<file path="config.mk">
export PLATFORM = sky130hd
export DESIGN_NAME = sfsa_top
export DESIGN_NICKNAME = d
export VERILOG_FILES = /design/src/hw/sfsa_pkg.sv /design/src/hw/sfsa_stack.sv /design/src/hw/sfsa_top.sv
export SDC_FILE = /design/constraint.sdc
export NUM_CORES = 1
export LEC_CHECK = 0
export ABC_AREA = 1
export BUFFER_PORTS_ARGS = -buffer_cell sky130_fd_sc_hd__buf_2
export CAP_MARGIN = 20
export CORE_MARGIN = 5
export CORE_UTILIZATION = 39
export CTS_CLUSTER_SIZE = 40
export DETAILED_ROUTE_END_ITERATION = 7
export GPL_ROUTABILITY_DRIVEN = 0
export GPL_TIMING_DRIVEN = 0
export PLACE_DENSITY = 0.68
export SETUP_SLACK_MARGIN = 0.1
export SLEW_MARGIN = 40
export SYNTH_ARGS = -nofsm -noshare
export SYNTH_HDL_FRONTEND = slang
export SYNTH_SLANG_ARGS = --single-unit
export TNS_END_PERCENT = 20
</file>
<file path="constraint.sdc">
create_clock -name clk_sys -period 6.5 [get_ports clk_sys]
set_clock_uncertainty 0.1 [all_clocks]
set_input_delay 1.3 -clock clk_sys [delete_from_list [all_inputs] [get_ports clk_sys]]
set_output_delay 1.3 -clock clk_sys [all_outputs]
set_load 0.02 [all_outputs]
</file>
<file path="src/hw/sfsa_pkg.sv">
package sfsa_pkg;
   localparam int NREG     = 8;
   localparam int TAG_W    = 2;
   localparam int TAGS_W   = NREG * TAG_W;
   localparam int FREG_W   = 80;
   localparam int SIMD_W   = 64;
   localparam int TOP_W    = 3;
   localparam int ADDR_W   = 8;
   localparam int FEAT_BIT = 23;

   localparam logic [TAG_W-1:0]  TAG_VALID  = 2'h0;
   localparam logic [TAG_W-1:0]  TAG_EMPTY  = 2'h3;
   localparam logic [TAGS_W-1:0] TAGS_VALID = 16'h0000;
   localparam logic [TAGS_W-1:0] TAGS_EMPTY = 16'hffff;
   localparam logic [15:0]       EXP_ONES   = 16'hffff;
   localparam logic [TOP_W-1:0]  TOP_CLEAR  = 3'h0;
   localparam logic [TOP_W-1:0]  LAST_IDX   = 3'h7;
   localparam logic [31:0]       LEAF_FEAT  = 32'h0000_0001;

   localparam logic [ADDR_W-1:0] A_CTRL  = 8'h00;
   localparam logic [ADDR_W-1:0] A_STAT  = 8'h04;
   localparam logic [ADDR_W-1:0] A_MASK  = 8'h08;
   localparam logic [ADDR_W-1:0] A_TAGS  = 8'h0c;
   localparam logic [ADDR_W-1:0] A_TOP   = 8'h10;
   localparam logic [ADDR_W-1:0] A_IDENT = 8'h14;

   localparam int CTRL_W     = 3;
   localparam int CTRL_EMU   = 0;
   localparam int CTRL_SIMD  = 1;
   localparam int CTRL_IDENT = 2;
   localparam logic [CTRL_W-1:0] CTRL_RST = 3'h6;

   localparam int EV_W       = 4;
   localparam int EV_EMU     = 0;
   localparam int EV_UNIMPL  = 1;
   localparam int EV_NOIDENT = 2;
   localparam int EV_EMPTY   = 3;

   typedef enum logic [2:0] {
      OP_NONE   = 3'h0,
      OP_PACKED = 3'h1,
      OP_EMPTY  = 3'h2,
      OP_FSTACK = 3'h3,
      OP_IDENT  = 3'h4,
      OP_SAVE   = 3'h5
   } sfsa_op_e;

   typedef enum logic [1:0] {
      ST_IDLE = 2'b01,
      ST_SAVE = 2'b10
   } sfsa_state_e;

   typedef struct packed {
      logic              valid;
      sfsa_op_e          op;
      logic              impl;
      logic              wr;
      logic [TOP_W-1:0]  idx;
      logic [FREG_W-1:0] data;
      logic [31:0]       leaf;
      logic [TAGS_W-1:0] fpu_tags;
      logic [TOP_W-1:0]  fpu_top;
   } sfsa_retire_s;

   typedef struct packed {
      logic        fault;
      logic        ident_valid;
      logic [31:0] ident_d;
   } sfsa_resp_s;

   typedef struct packed {
      logic              valid;
      logic [TOP_W-1:0]  idx;
      logic [FREG_W-1:0] data;
   } sfsa_save_s;
endpackage

</file>
<file path="src/hw/sfsa_stack.sv">
`timescale 1ns/1ns
module sfsa_stack (
   input  wire logic                       clk_sys,
   input  wire logic                       we,
   input  wire logic [sfsa_pkg::TOP_W-1:0]  widx,
   input  wire logic [sfsa_pkg::FREG_W-1:0] wdata,
   input  wire logic [sfsa_pkg::TOP_W-1:0]  ridx,
   output logic      [sfsa_pkg::FREG_W-1:0] rdata
);
   import sfsa_pkg::*;

   // one physical file: packed-integer and stack ops share these words
   logic [FREG_W-1:0] mem [NREG];

   always_ff @(posedge clk_sys) begin
      if (we) begin
         mem[widx] <= wdata;
      end
   end

   assign rdata = mem[ridx];
endmodule

</file>
<file path="src/hw/sfsa_top.sv">
`timescale 1ns/1ns
module sfsa_top (
   input  wire logic                       clk_sys,
   input  wire logic                       rst_n,
   input  wire logic                       hsel,
   input  wire logic [31:0]                haddr,
   input  wire logic [1:0]                 htrans,
   input  wire logic                       hwrite,
   input  wire logic [2:0]                 hsize,
   input  wire logic [31:0]                hwdata,
   input  wire logic                       hready,
   output logic                            hreadyout,
   output logic                            hresp,
   output logic      [31:0]                hrdata,
   input  wire sfsa_pkg::sfsa_retire_s     ret,
   output logic                            retire_ready,
   output sfsa_pkg::sfsa_resp_s            resp,
   output sfsa_pkg::sfsa_save_s            save,
   output logic [sfsa_pkg::TAGS_W-1:0]     tag_word,
   output logic [sfsa_pkg::TOP_W-1:0]      stack_top_pointer,
   output logic                            irq
);
   import sfsa_pkg::*;

   logic [CTRL_W-1:0] control_reg_zero;
   logic [EV_W-1:0]   status;
   logic [EV_W-1:0]   mask;
   logic              wr_pend;
   logic [ADDR_W-1:0] wr_addr;
   sfsa_state_e       state;
   logic [TOP_W-1:0]  cnt;

   // bus decode; size is ignored since only whole words are mapped
   wire               take     = hsel && hready && htrans[1];
   wire               in_win   = ~|haddr[31:ADDR_W];
   wire [ADDR_W-1:0]  a        = haddr[ADDR_W-1:0];
   wire               rd_take  = take && !hwrite;
   wire               wr_take  = take && hwrite;
   wire               wr_go    = wr_pend && hready;
   wire               wr_ctrl  = wr_go && wr_addr == A_CTRL;
   wire               wr_stat  = wr_go && wr_addr == A_STAT;
   wire               wr_mask  = wr_go && wr_addr == A_MASK;
   wire [31:0]        rd_mux   =
      !in_win      ? 32'h0000_0000 :
      a == A_CTRL  ? 32'(control_reg_zero) :
      a == A_STAT  ? 32'(status) :
      a == A_MASK  ? 32'(mask) :
      a == A_TAGS  ? 32'(tag_word) :
      a == A_TOP   ? 32'(stack_top_pointer) :
      a == A_IDENT ? resp.ident_d : 32'h0000_0000;

   // retire decode and fault checks; a faulted op has no side effects
   wire emu_on   = control_reg_zero[CTRL_EMU];
   wire fpu_emulation_bit = emu_on;
   wire acc      = ret.valid && retire_ready;
   wire is_simd  = ret.op == OP_PACKED || ret.op == OP_EMPTY;
   wire f_emu    = acc && is_simd && fpu_emulation_bit;
   wire f_unimpl = acc && is_simd && !fpu_emulation_bit &&
                   (!control_reg_zero[CTRL_SIMD] || !ret.impl);
   wire f_noid   = acc && ret.op == OP_IDENT &&
                   !control_reg_zero[CTRL_IDENT];
   wire invalid_opcode_fault = f_emu || f_unimpl || f_noid;
   wire ok        = acc && !invalid_opcode_fault;
   wire do_packed = ok && ret.op == OP_PACKED;
   wire do_empty  = ok && ret.op == OP_EMPTY;
   wire do_fstack = ok && ret.op == OP_FSTACK;
   wire do_ident  = ok && ret.op == OP_IDENT;
   wire do_save   = ok && ret.op == OP_SAVE;

   // ident answer: feature flag only for the feature leaf
   wire [31:0] feat_word = 32'(control_reg_zero[CTRL_SIMD]) << FEAT_BIT;
   wire [31:0] ident_val = (ret.leaf == LEAF_FEAT) ?
                           feat_word : 32'h0000_0000;

   // tag word, one field per shared register
   logic [TAGS_W-1:0] next_tags;
   for (genvar g = 0; g < NREG; g++) begin : g_tag
      assign next_tags[g*TAG_W +: TAG_W] =
         do_empty  ? TAG_EMPTY :
         do_packed ? TAG_VALID :
         do_fstack ? ret.fpu_tags[g*TAG_W +: TAG_W] :
                     tag_word[g*TAG_W +: TAG_W];
   end

   wire [TOP_W-1:0] next_top =
      do_packed ? TOP_CLEAR :
      do_fstack ? ret.fpu_top : stack_top_pointer;

   // shared register file write port
   wire              st_we    = (do_packed || do_fstack) && ret.wr;
   wire [FREG_W-1:0] st_wdata = do_packed ?
      {EXP_ONES, ret.data[SIMD_W-1:0]} :
      ret.data;
   wire [FREG_W-1:0] st_rdata;

   sfsa_stack u_stack (
      .clk_sys (clk_sys),
      .we      (st_we),
      .widx    (ret.idx),
      .wdata   (st_wdata),
      .ridx    (cnt),
      .rdata   (st_rdata)
   );

   // save walk; retire is stalled meanwhile so the image is coherent
   wire in_save   = state == ST_SAVE;
   wire save_last = in_save && cnt == LAST_IDX;
   wire next_ready = do_save ? 1'b0 : in_save ? save_last : 1'b1;

   // events and sticky status; a new event wins over a clear
   logic [EV_W-1:0] ev;
   assign ev[EV_EMU]     = f_emu;
   assign ev[EV_UNIMPL]  = f_unimpl;
   assign ev[EV_NOIDENT] = f_noid;
   assign ev[EV_EMPTY]   = do_empty;
   wire [EV_W-1:0] w1c = wr_stat ? hwdata[EV_W-1:0] : '0;
   wire [EV_W-1:0] next_status = (status & ~w1c) | ev;

   always_ff @(posedge clk_sys or negedge rst_n) begin
      if (!rst_n) begin
         hreadyout <= 1'b1;
         hresp     <= 1'b0;
         hrdata    <= 32'h0000_0000;
         wr_pend   <= 1'b0;
         wr_addr   <= A_CTRL;
      end else begin
         hreadyout <= 1'b1;
         hresp     <= 1'b0;
         if (rd_take) begin
            hrdata <= rd_mux;
         end
         if (hready) begin
            wr_pend <= wr_take && in_win;
            wr_addr <= a;
         end
      end
   end

   always_ff @(posedge clk_sys or negedge rst_n) begin
      if (!rst_n) begin
         control_reg_zero <= CTRL_RST;
         mask             <= '0;
         status           <= '0;
         irq              <= 1'b0;
      end else begin
         if (wr_ctrl) begin
            control_reg_zero <= hwdata[CTRL_W-1:0];
         end
         if (wr_mask) begin
            mask <= hwdata[EV_W-1:0];
         end
         status <= next_status;
         irq    <= |(status & mask);
      end
   end

   always_ff @(posedge clk_sys or negedge rst_n) begin
      if (!rst_n) begin
         tag_word          <= TAGS_EMPTY;
         stack_top_pointer <= TOP_CLEAR;
         resp              <= '0;
      end else begin
         tag_word          <= next_tags;
         stack_top_pointer <= next_top;
         resp.fault        <= invalid_opcode_fault;
         resp.ident_valid  <= do_ident;
         if (do_ident) begin
            resp.ident_d <= ident_val;
         end
      end
   end

   always_ff @(posedge clk_sys or negedge rst_n) begin
      if (!rst_n) begin
         state        <= ST_IDLE;
         cnt          <= TOP_CLEAR;
         retire_ready <= 1'b1;
         save         <= '0;
      end else begin
         retire_ready <= next_ready;
         save.valid   <= in_save;
         unique case (state)
            ST_IDLE: begin
               cnt <= TOP_CLEAR;
               if (do_save) begin
                  state <= ST_SAVE;
               end
            end
            ST_SAVE: begin
               save.idx  <= cnt;
               save.data <= st_rdata;
               cnt       <= cnt + 3'h1;
               if (save_last) begin
                  state <= ST_IDLE;
               end
            end
         endcase
      end
   end
endmodule

</file>
==> key figures, run 1 <==
Power and ir drop
  – P_leak: ~14 nW
  – Register share of total power: 0.380
  – Clock power frac: 0.290
  – Combinational share of power: 0.331
  – Total power: between 15 and 20 mW
  – Internal Power: approximately 10 mW
  – Switching share of power: 0.368
  – Power per cell area: approximately 430 nW/um2
  – Maximum vdd drop: around 0.00028 V
  – P_sw: about 6.0 mW

Routing
  – Vias: about 21,000
  – Max Used Layer: met5
  – DR pass1 iterations: 6
  – Routed length per placed instance: approximately 21 um
  – Iter 0 DRT Violations: approximately 1,800
  – DRT met1 WL: around 34 mm
  – Antenna viol nets, final: 0
  – Final wirelength: 87.8 mm
  – WL met2: ~43 mm
  – Vias per cell: just over 5
  – Post-route DRC: 0
  – Met3 wire length: between 8 and 9 mm

Setup path
  – Crit path DAT: between 4 and 5 ns
  – Worst r2r path cells: 10
  – Req. time, crit path: about 6.8 ns
  – Endpoint class of the critical path: register
  – CP Max Fanout: 14
  – CP startpoint kind: input port
  – Critical path class: input port to register

STA
  – RSZ-0062 raised after global routing: no
  – Maximum clock rate: roughly 0.25 GHz
  – Worst-margin pin slew: a little over 0.7 ns
  – Final Cycle Share: 0.611
  – Max Slew Vio Count: 0
  – Min cycle time layout: 3.97 ns
  – Worst slew margin: 0.530
  – Final setup fails: 0
  – Final Hold Viols: 0

Synthesis
  – Post-Syn Area per Cell: ~12 um2
  – Synthesized area: about 31,000 um2
  – Synth Warn #: 0
  – Synthesized flop and latch total: 790
  – Library cells used by synthesis: 32
  – Prevailing post-synth register cell: edfxtp_1
  – Synth top area cells: edfxtp_1 62%, dfrtp_1 10%, nand2_1 4.8%
  – Synth area leader: edfxtp_1
  – Synth top cells by count: 640 x edfxtp_1, 399 x nand2_1, 388 x nor2_1
  – Post-synth ARST share: 0.190
  – Post-synth EDFFs: 640
  – Register area share after synthesis: 0.738
  – Cells after Synth: 2,535
  – Share of the synthesized area in the top cell type: 0.617
  – Top-count cell post-synth: edfxtp_1

Clock network
  – H-tree levels: 3
  – Total CTS buffers: just over 80
  – Clock latency on the worst-skew pair: 0.65 ns
  – CTS tree: built
  – CTS sink cnt: between 700 and 800
  – Postcts setup bufs: 0
  – CTS root buf: clkbuf_16
  – # hold bufs at CTS: 0
  – Clock buffer depth: 3
  – Post_cts resized: 0
  – Worst-path clk slew: 0.06 ns

Floorplan
  – Core area: approximately 80,000 um2
  – Die ar.: 85,600 um2
  – Die W: approximately 290 um
  – Row count: 103
  – IO Pins: between 300 and 400
  – Initial Util: 0.394
  – Die height: 293 um

Worst hold path
  – Hold Crit Depth: 2
  – Hold crit path type: register to register

Cells and area
  – Share of cells above drive strength 1: 0.204
  – Nets: around 3,200
  – Cell area after layout: roughly 38,000 um2
  – Layout area overhead: 21.6%

Global routing
  – Vias in the first global route: about 21,000
  – Largest net degree at the start of global routing: 57
  – First-pass GRT wire length: 129 mm
  – Total GRT Usage: 0.198
  – Initial antenna violation count: 12
  – Overflow after GRT: 0

Placement
  – Hpwl dp: between 50 and 60 mm
  – Input/output buffers: slightly above 300
  – Post-DP Area: ~35,000 um2

Run
  – Max Cap Viol: 0

Outcome
  – Run status: complete, no violations
## placed cells by master (no fill, tap or decap), types with 9 or more instances in the layout
cell       count
conb_1        48
edfxtp_1     640
buf_4         54
buf_16        18
buf_8         26
o21ai_0      210
a21oi_1        9
nand2_1      399
buf_6         27
dfstp_2       20
o21ai_1      145
clkbuf_1      95
nand3_1      109
clkinv_2      11
clkbuf_16     83
inv_1         91
clkbuf_8      12
buf_2        333
nor2_4        10
dfrtp_1      130
o22ai_1      160
nor2_1       379
nand3_2       11
## metal layers
metal	track usage	vias up
met5	0	-
met4	0.0612	6
met3	0.0510	188
met2	0.331	1025
met1	0.255	10300
li1	-	9879
## final timing paths
check / startpoint / slack, ns / endpoint
worst max register to register: control_reg_zero[1] / 2.83 / u_stack.mem[3][17]
worst min-delay path: hrdata[0] / 0.38 / hrdata[0]
max in group asynchronous: rst_n / 4.78 / control_reg_zero[1]
worst min register to register: hrdata[0] / 0.38 / hrdata[0]
min in group asynchronous: rst_n / 0.49 / save[39]
worst max-delay path: ret[137] / 2.53 / u_stack.mem[3][17]
## critical path, stage by stage
cell and delay [ns]:
buf_2 0.12, inv_1 0.06, nand3_2 0.09, nand2_1 0.12, o211ai_2 0.12, nand3_2 0.13
nor2_2 0.37, nand3_1 0.53, nor2_4 0.60, buf_16 0.22, buf_8 0.17, buf_8 0.19
buf_16 0.17
## registers in the layout (all words and copies together), names as in the netlist, 2 cells and up
register,flops
control_reg_zero,3
tag_word,16
stack_top_pointer,3
resp,3
wr_addr,8
cnt,3
state,2
u_stack.mem,640
hrdata,17
mask,4
save,84
status,4
## power groups by stage
| stage | logic [mW] | clock network, mW | registers, mW |
|---|---|---|---|
| after global placement | 5.29 | 0 | 6.27 |
| final | 5.38 | 4.71 | 6.17 |
| after CTS | 5.41 | 4.78 | 6.18 |
| after detailed placement | 5.37 | 0 | 6.27 |
| after floorplan | 2.91 | 0 | 6.61 |
| after global routing | 5.89 | 4.99 | 6.22 |
## cell type report
| cell class | instances | area, um2 |
|---|---|---|
| fill | 6913 | 41300 |
| sequential | 790 | 23000 |
| multi-input combinational | 1505 | 6870 |
| timing repair buffer | 348 | 2410 |
| clock buffer | 118 | 2330 |
| tap | 1050 | 1310 |
| buffer | 191 | 1160 |
| clock inverter | 35 | 417 |
| inverter | 95 | 359 |
| antenna | 6 | 15.0 |
## metrics by stage
step	worst slack, ns	setup TNS, ns	utilization	hold WS (ns)	std cells
after CTS	2.60	0	0.478	0.381	4132
final	2.53	0	0.478	0.377	4138
after floorplan	0.453	0	-	0.353	2581
after global placement	-3.52	-2051.53	0.432	0.354	3936
after global routing	2.41	0	0.478	0.400	4134
after detailed placement	1.95	0	0.444	0.364	3979
## cell families after synthesis
| logic type | Yosys count | synth area share |
|---|---|---|
| AND/OR/NAND/NOR | 927 | 0.120 |
| flip-flops | 790 | 0.738 |
| AO/OA/AOI/OAI | 528 | 0.0918 |
| buffers and inverters | 286 | 0.0488 |
| adder cells (fa/ha/maj) | 2 | 0.000803 |
| other | 2 | 0.000241 |
Power figures use the tool's default switching activity.
==> run 2, diff against run 1 <==
PLACE_DENSITY = 0.71   (was 0.68)
clock period = 3.18 ns   (was 6.5 ns; I/O delays follow)
==> run 2 against run 1 <==
Power up 100%; largest power group unchanged; highest routed layer unchanged; critical path type is now register to register; routed wire length up 0.35%; global-route usage up 0.18 points.
==> key figures, run 2 (synthesized netlist as in run 1, its figures left out) <==
STA
  – Final Hold Viols: 0 (unchanged)
  – Setup TNS: 0 ns (unchanged)
  – Worst slew margin: 0.432 (-0.0979)
  – Final setup margin: 0.206 ns (-2.32 ns)
  – Maximum clock rate: about 0.34 GHz
  – Hold slack: 0.153 ns (-0.224 ns)
  – Final Cycle Share: 0.935
  – Min cycle time layout: 2.97 ns
  – Final setup fails: 0 (unchanged)
  – RSZ-0062 raised after global routing: yes
  – Max Slew Vio Count: 0 (unchanged)
  – Worst-margin pin slew: 0.850 ns (+0.146 ns)

Placement
  – Placed Cells: 3,983 (+0.10%)
  – Place WS: -0.177 ns (-2.12 ns)
  – Hpwl dp: 58.5 mm (+0.42%)
  – Input/output buffers: 305 (unchanged)

Cells and area
  – Commonest non-fill, non-tap cell in the layout: edfxtp_1
  – Most frequent cells in the layout: 640 x edfxtp_1, 396 x nand2_1, 378 x nor2_1
  – Multi-input logic area: 6910 um2 (+0.62%)
  – Share of cells above drive strength 1: 0.208 (+0.00375)
  – Post-layout util: 0.480 (+0.00169)
  – Nets: 3,237 (+0.22%)
  – Max reg flops: 640 (unchanged)
  – Final Non-Filler Cells: 4,147 (+0.22%)
  – Fillers: 6,856 (-0.82%)
  – Biggest register: u_stack.mem
  – Layout area overhead: 22.0%
  – Largest regs: u_stack.mem (640), save (84), hrdata (17)
  – Register area: 23,000 um2 (unchanged)

Clock network
  – Total CTS buffers: 83 (unchanged)
  – Worst-path clk slew: 0.05 ns (about the same)
  – CTS sink cnt: 790 (unchanged)
  – H-tree levels: 3 (unchanged)
  – CTS root buf: clkbuf_16
  – CTS tree: built
  – Clock latency on the worst-skew pair: 0.62 ns (-0.03 ns)
  – Clock buffer depth: 3 (unchanged)

Setup path
  – Critical path launch point: control_reg_zero[1]
  – Critical path class: register to register
  – CP startpoint kind: register
  – RR Startpoint: control_reg_zero[1]
  – Crit path DAT: 3.20 ns (-1.03 ns)
  – Req. time, crit path: 3.40 ns (-3.36 ns)
  – CP Max Fanout: 15 (+1)
  – Endpoint class of the critical path: register

Global routing
  – Largest net degree at the start of global routing: 69 (+21%)
  – Vias in the first global route: 21,100 (+1.5%)
  – Total GRT Usage: 0.200 (+0.00178)
  – Overflow after GRT: 0 (unchanged)
  – First-pass GRT wire length: 131 mm (+1.1%)
  – Initial antenna violation count: 13 (+1)

Power and ir drop
  – Internal Power: 20.6 mW (+100%)
  – Register share of total power: 0.382 (+0.002)
  – Maximum vdd drop: 0.000535 V (+90%)
  – Clock power frac: 0.282 (-0.008)
  – Power per cell area: 867 nW/um2 (+100%)
  – Switching share of power: 0.374 (+0.00562)
  – Combinational share of power: 0.336 (+0.005)
  – P_leak: 14.5 nW (+0.17%)
  – P_sw: 12.3 mW (+110%)

Outcome
  – Run status: complete, no violations

Floorplan
  – Die W: 293 um (unchanged)
  – Core area: 79,100 um2 (unchanged)
  – Die height: 293 um (unchanged)
  – Die ar.: 85,600 um2 (unchanged)
  – IO Pins: 387 (unchanged)
  – Row count: 103 (unchanged)
  – Initial Util: 0.394 (unchanged)

Routing
  – Vias: 21,700 (+1.3%)
  – Final wirelength: 88.1 mm (+0.35%)
  – Post-route DRC: 0 (unchanged)
  – Antenna viol nets, final: 0 (unchanged)
  – Iter 0 DRT Violations: 2,306 (+29%)
  – DR pass1 iterations: 6 (unchanged)
  – Routed length per placed instance: 21.2 um (+0.13%)
  – Vias per cell: 5.22 (+1.0%)

Worst hold path
  – HP Start: haddr[6]
  – Hold crit path type: input port to register

Run
  – Max Cap Viol: 0 (unchanged)
==> run 2: per-layer routing <==
layer,GRT usage,vias up,routed length [um],part of all wire
met2,0.338,1133,43000,0.49
met4,0.0560,10,2240,0.025
met5,0,-,58,0.00066
met1,0.250,10500,33100,0.38
met3,0.0618,156,9700,0.11
li1,-,9898,-,-
==> run 2: critical path, stage by stage (launching register included) <==
cell and delay [ns]:
dfstp_2 0.57, nand2_2 0.08, o211ai_2 0.20, nand3_2 0.13, nor2_4 0.28, nand3_4 0.20
nor2_4 0.51, buf_12 0.23, buf_16 0.17, buf_16 0.17
==> run 2: timing repair <==
item | CTS | global route
cloned | 0 | 0
resized for setup | 0 | 2
hold endpoints to repair | 35 | 0
pin swaps | 1 | 4
setup buffers | 0 | 2
setup endpoints to repair | 46 | 75
hold buffers | 1 | 0
==> run 2: cell type report <==
| type | instances | share of cell area |
|---|---|---|
| diodes | 8 | 0.000527 |
| well taps | 1050 | 0.0346 |
| flip-flops and latches | 790 | 0.605 |
| multi-input cells | 1505 | 0.182 |
| inverters | 95 | 0.00985 |
| clock inverters | 51 | 0.0115 |
| plain buffers | 191 | 0.0305 |
| clock buffers | 102 | 0.0573 |
| repair buffers | 355 | 0.0687 |
==> run 2: worst paths after layout <==
check | to | slack, ns | cells past startpoint
max reg2reg | u_stack.mem[3][14] | 0.21 | 9
max | u_stack.mem[3][14] | 0.21 | 9
min | wr_addr[6] | 0.15 | 3
max in group asynchronous | control_reg_zero[1] | 1.80 | 3
min in group asynchronous | hrdata[5] | 0.42 | 2
min reg2reg | save[82] | 0.37 | 2
==> run 2: power groups by stage <==
| stage | Clock (mW) | Sequential, mW | Combinational [mW] |
|---|---|---|---|
| global placement | 0 | 12.8 | 10.9 |
| global route | 9.91 | 12.7 | 12.1 |
| CTS | 9.43 | 12.6 | 11.1 |
| detailed placement | 0 | 12.8 | 11.1 |
| finish | 9.27 | 12.6 | 11.1 |
| floorplan | 0 | 13.5 | 5.95 |
==> run 2: per-stage QoR <==
stage	area (um2)	total power, mW
finish	38000	32.9
detailed placement	35300	23.8
global placement	34300	23.6
CTS	38000	33.1
global route	38000	34.7
floorplan	31400	19.5
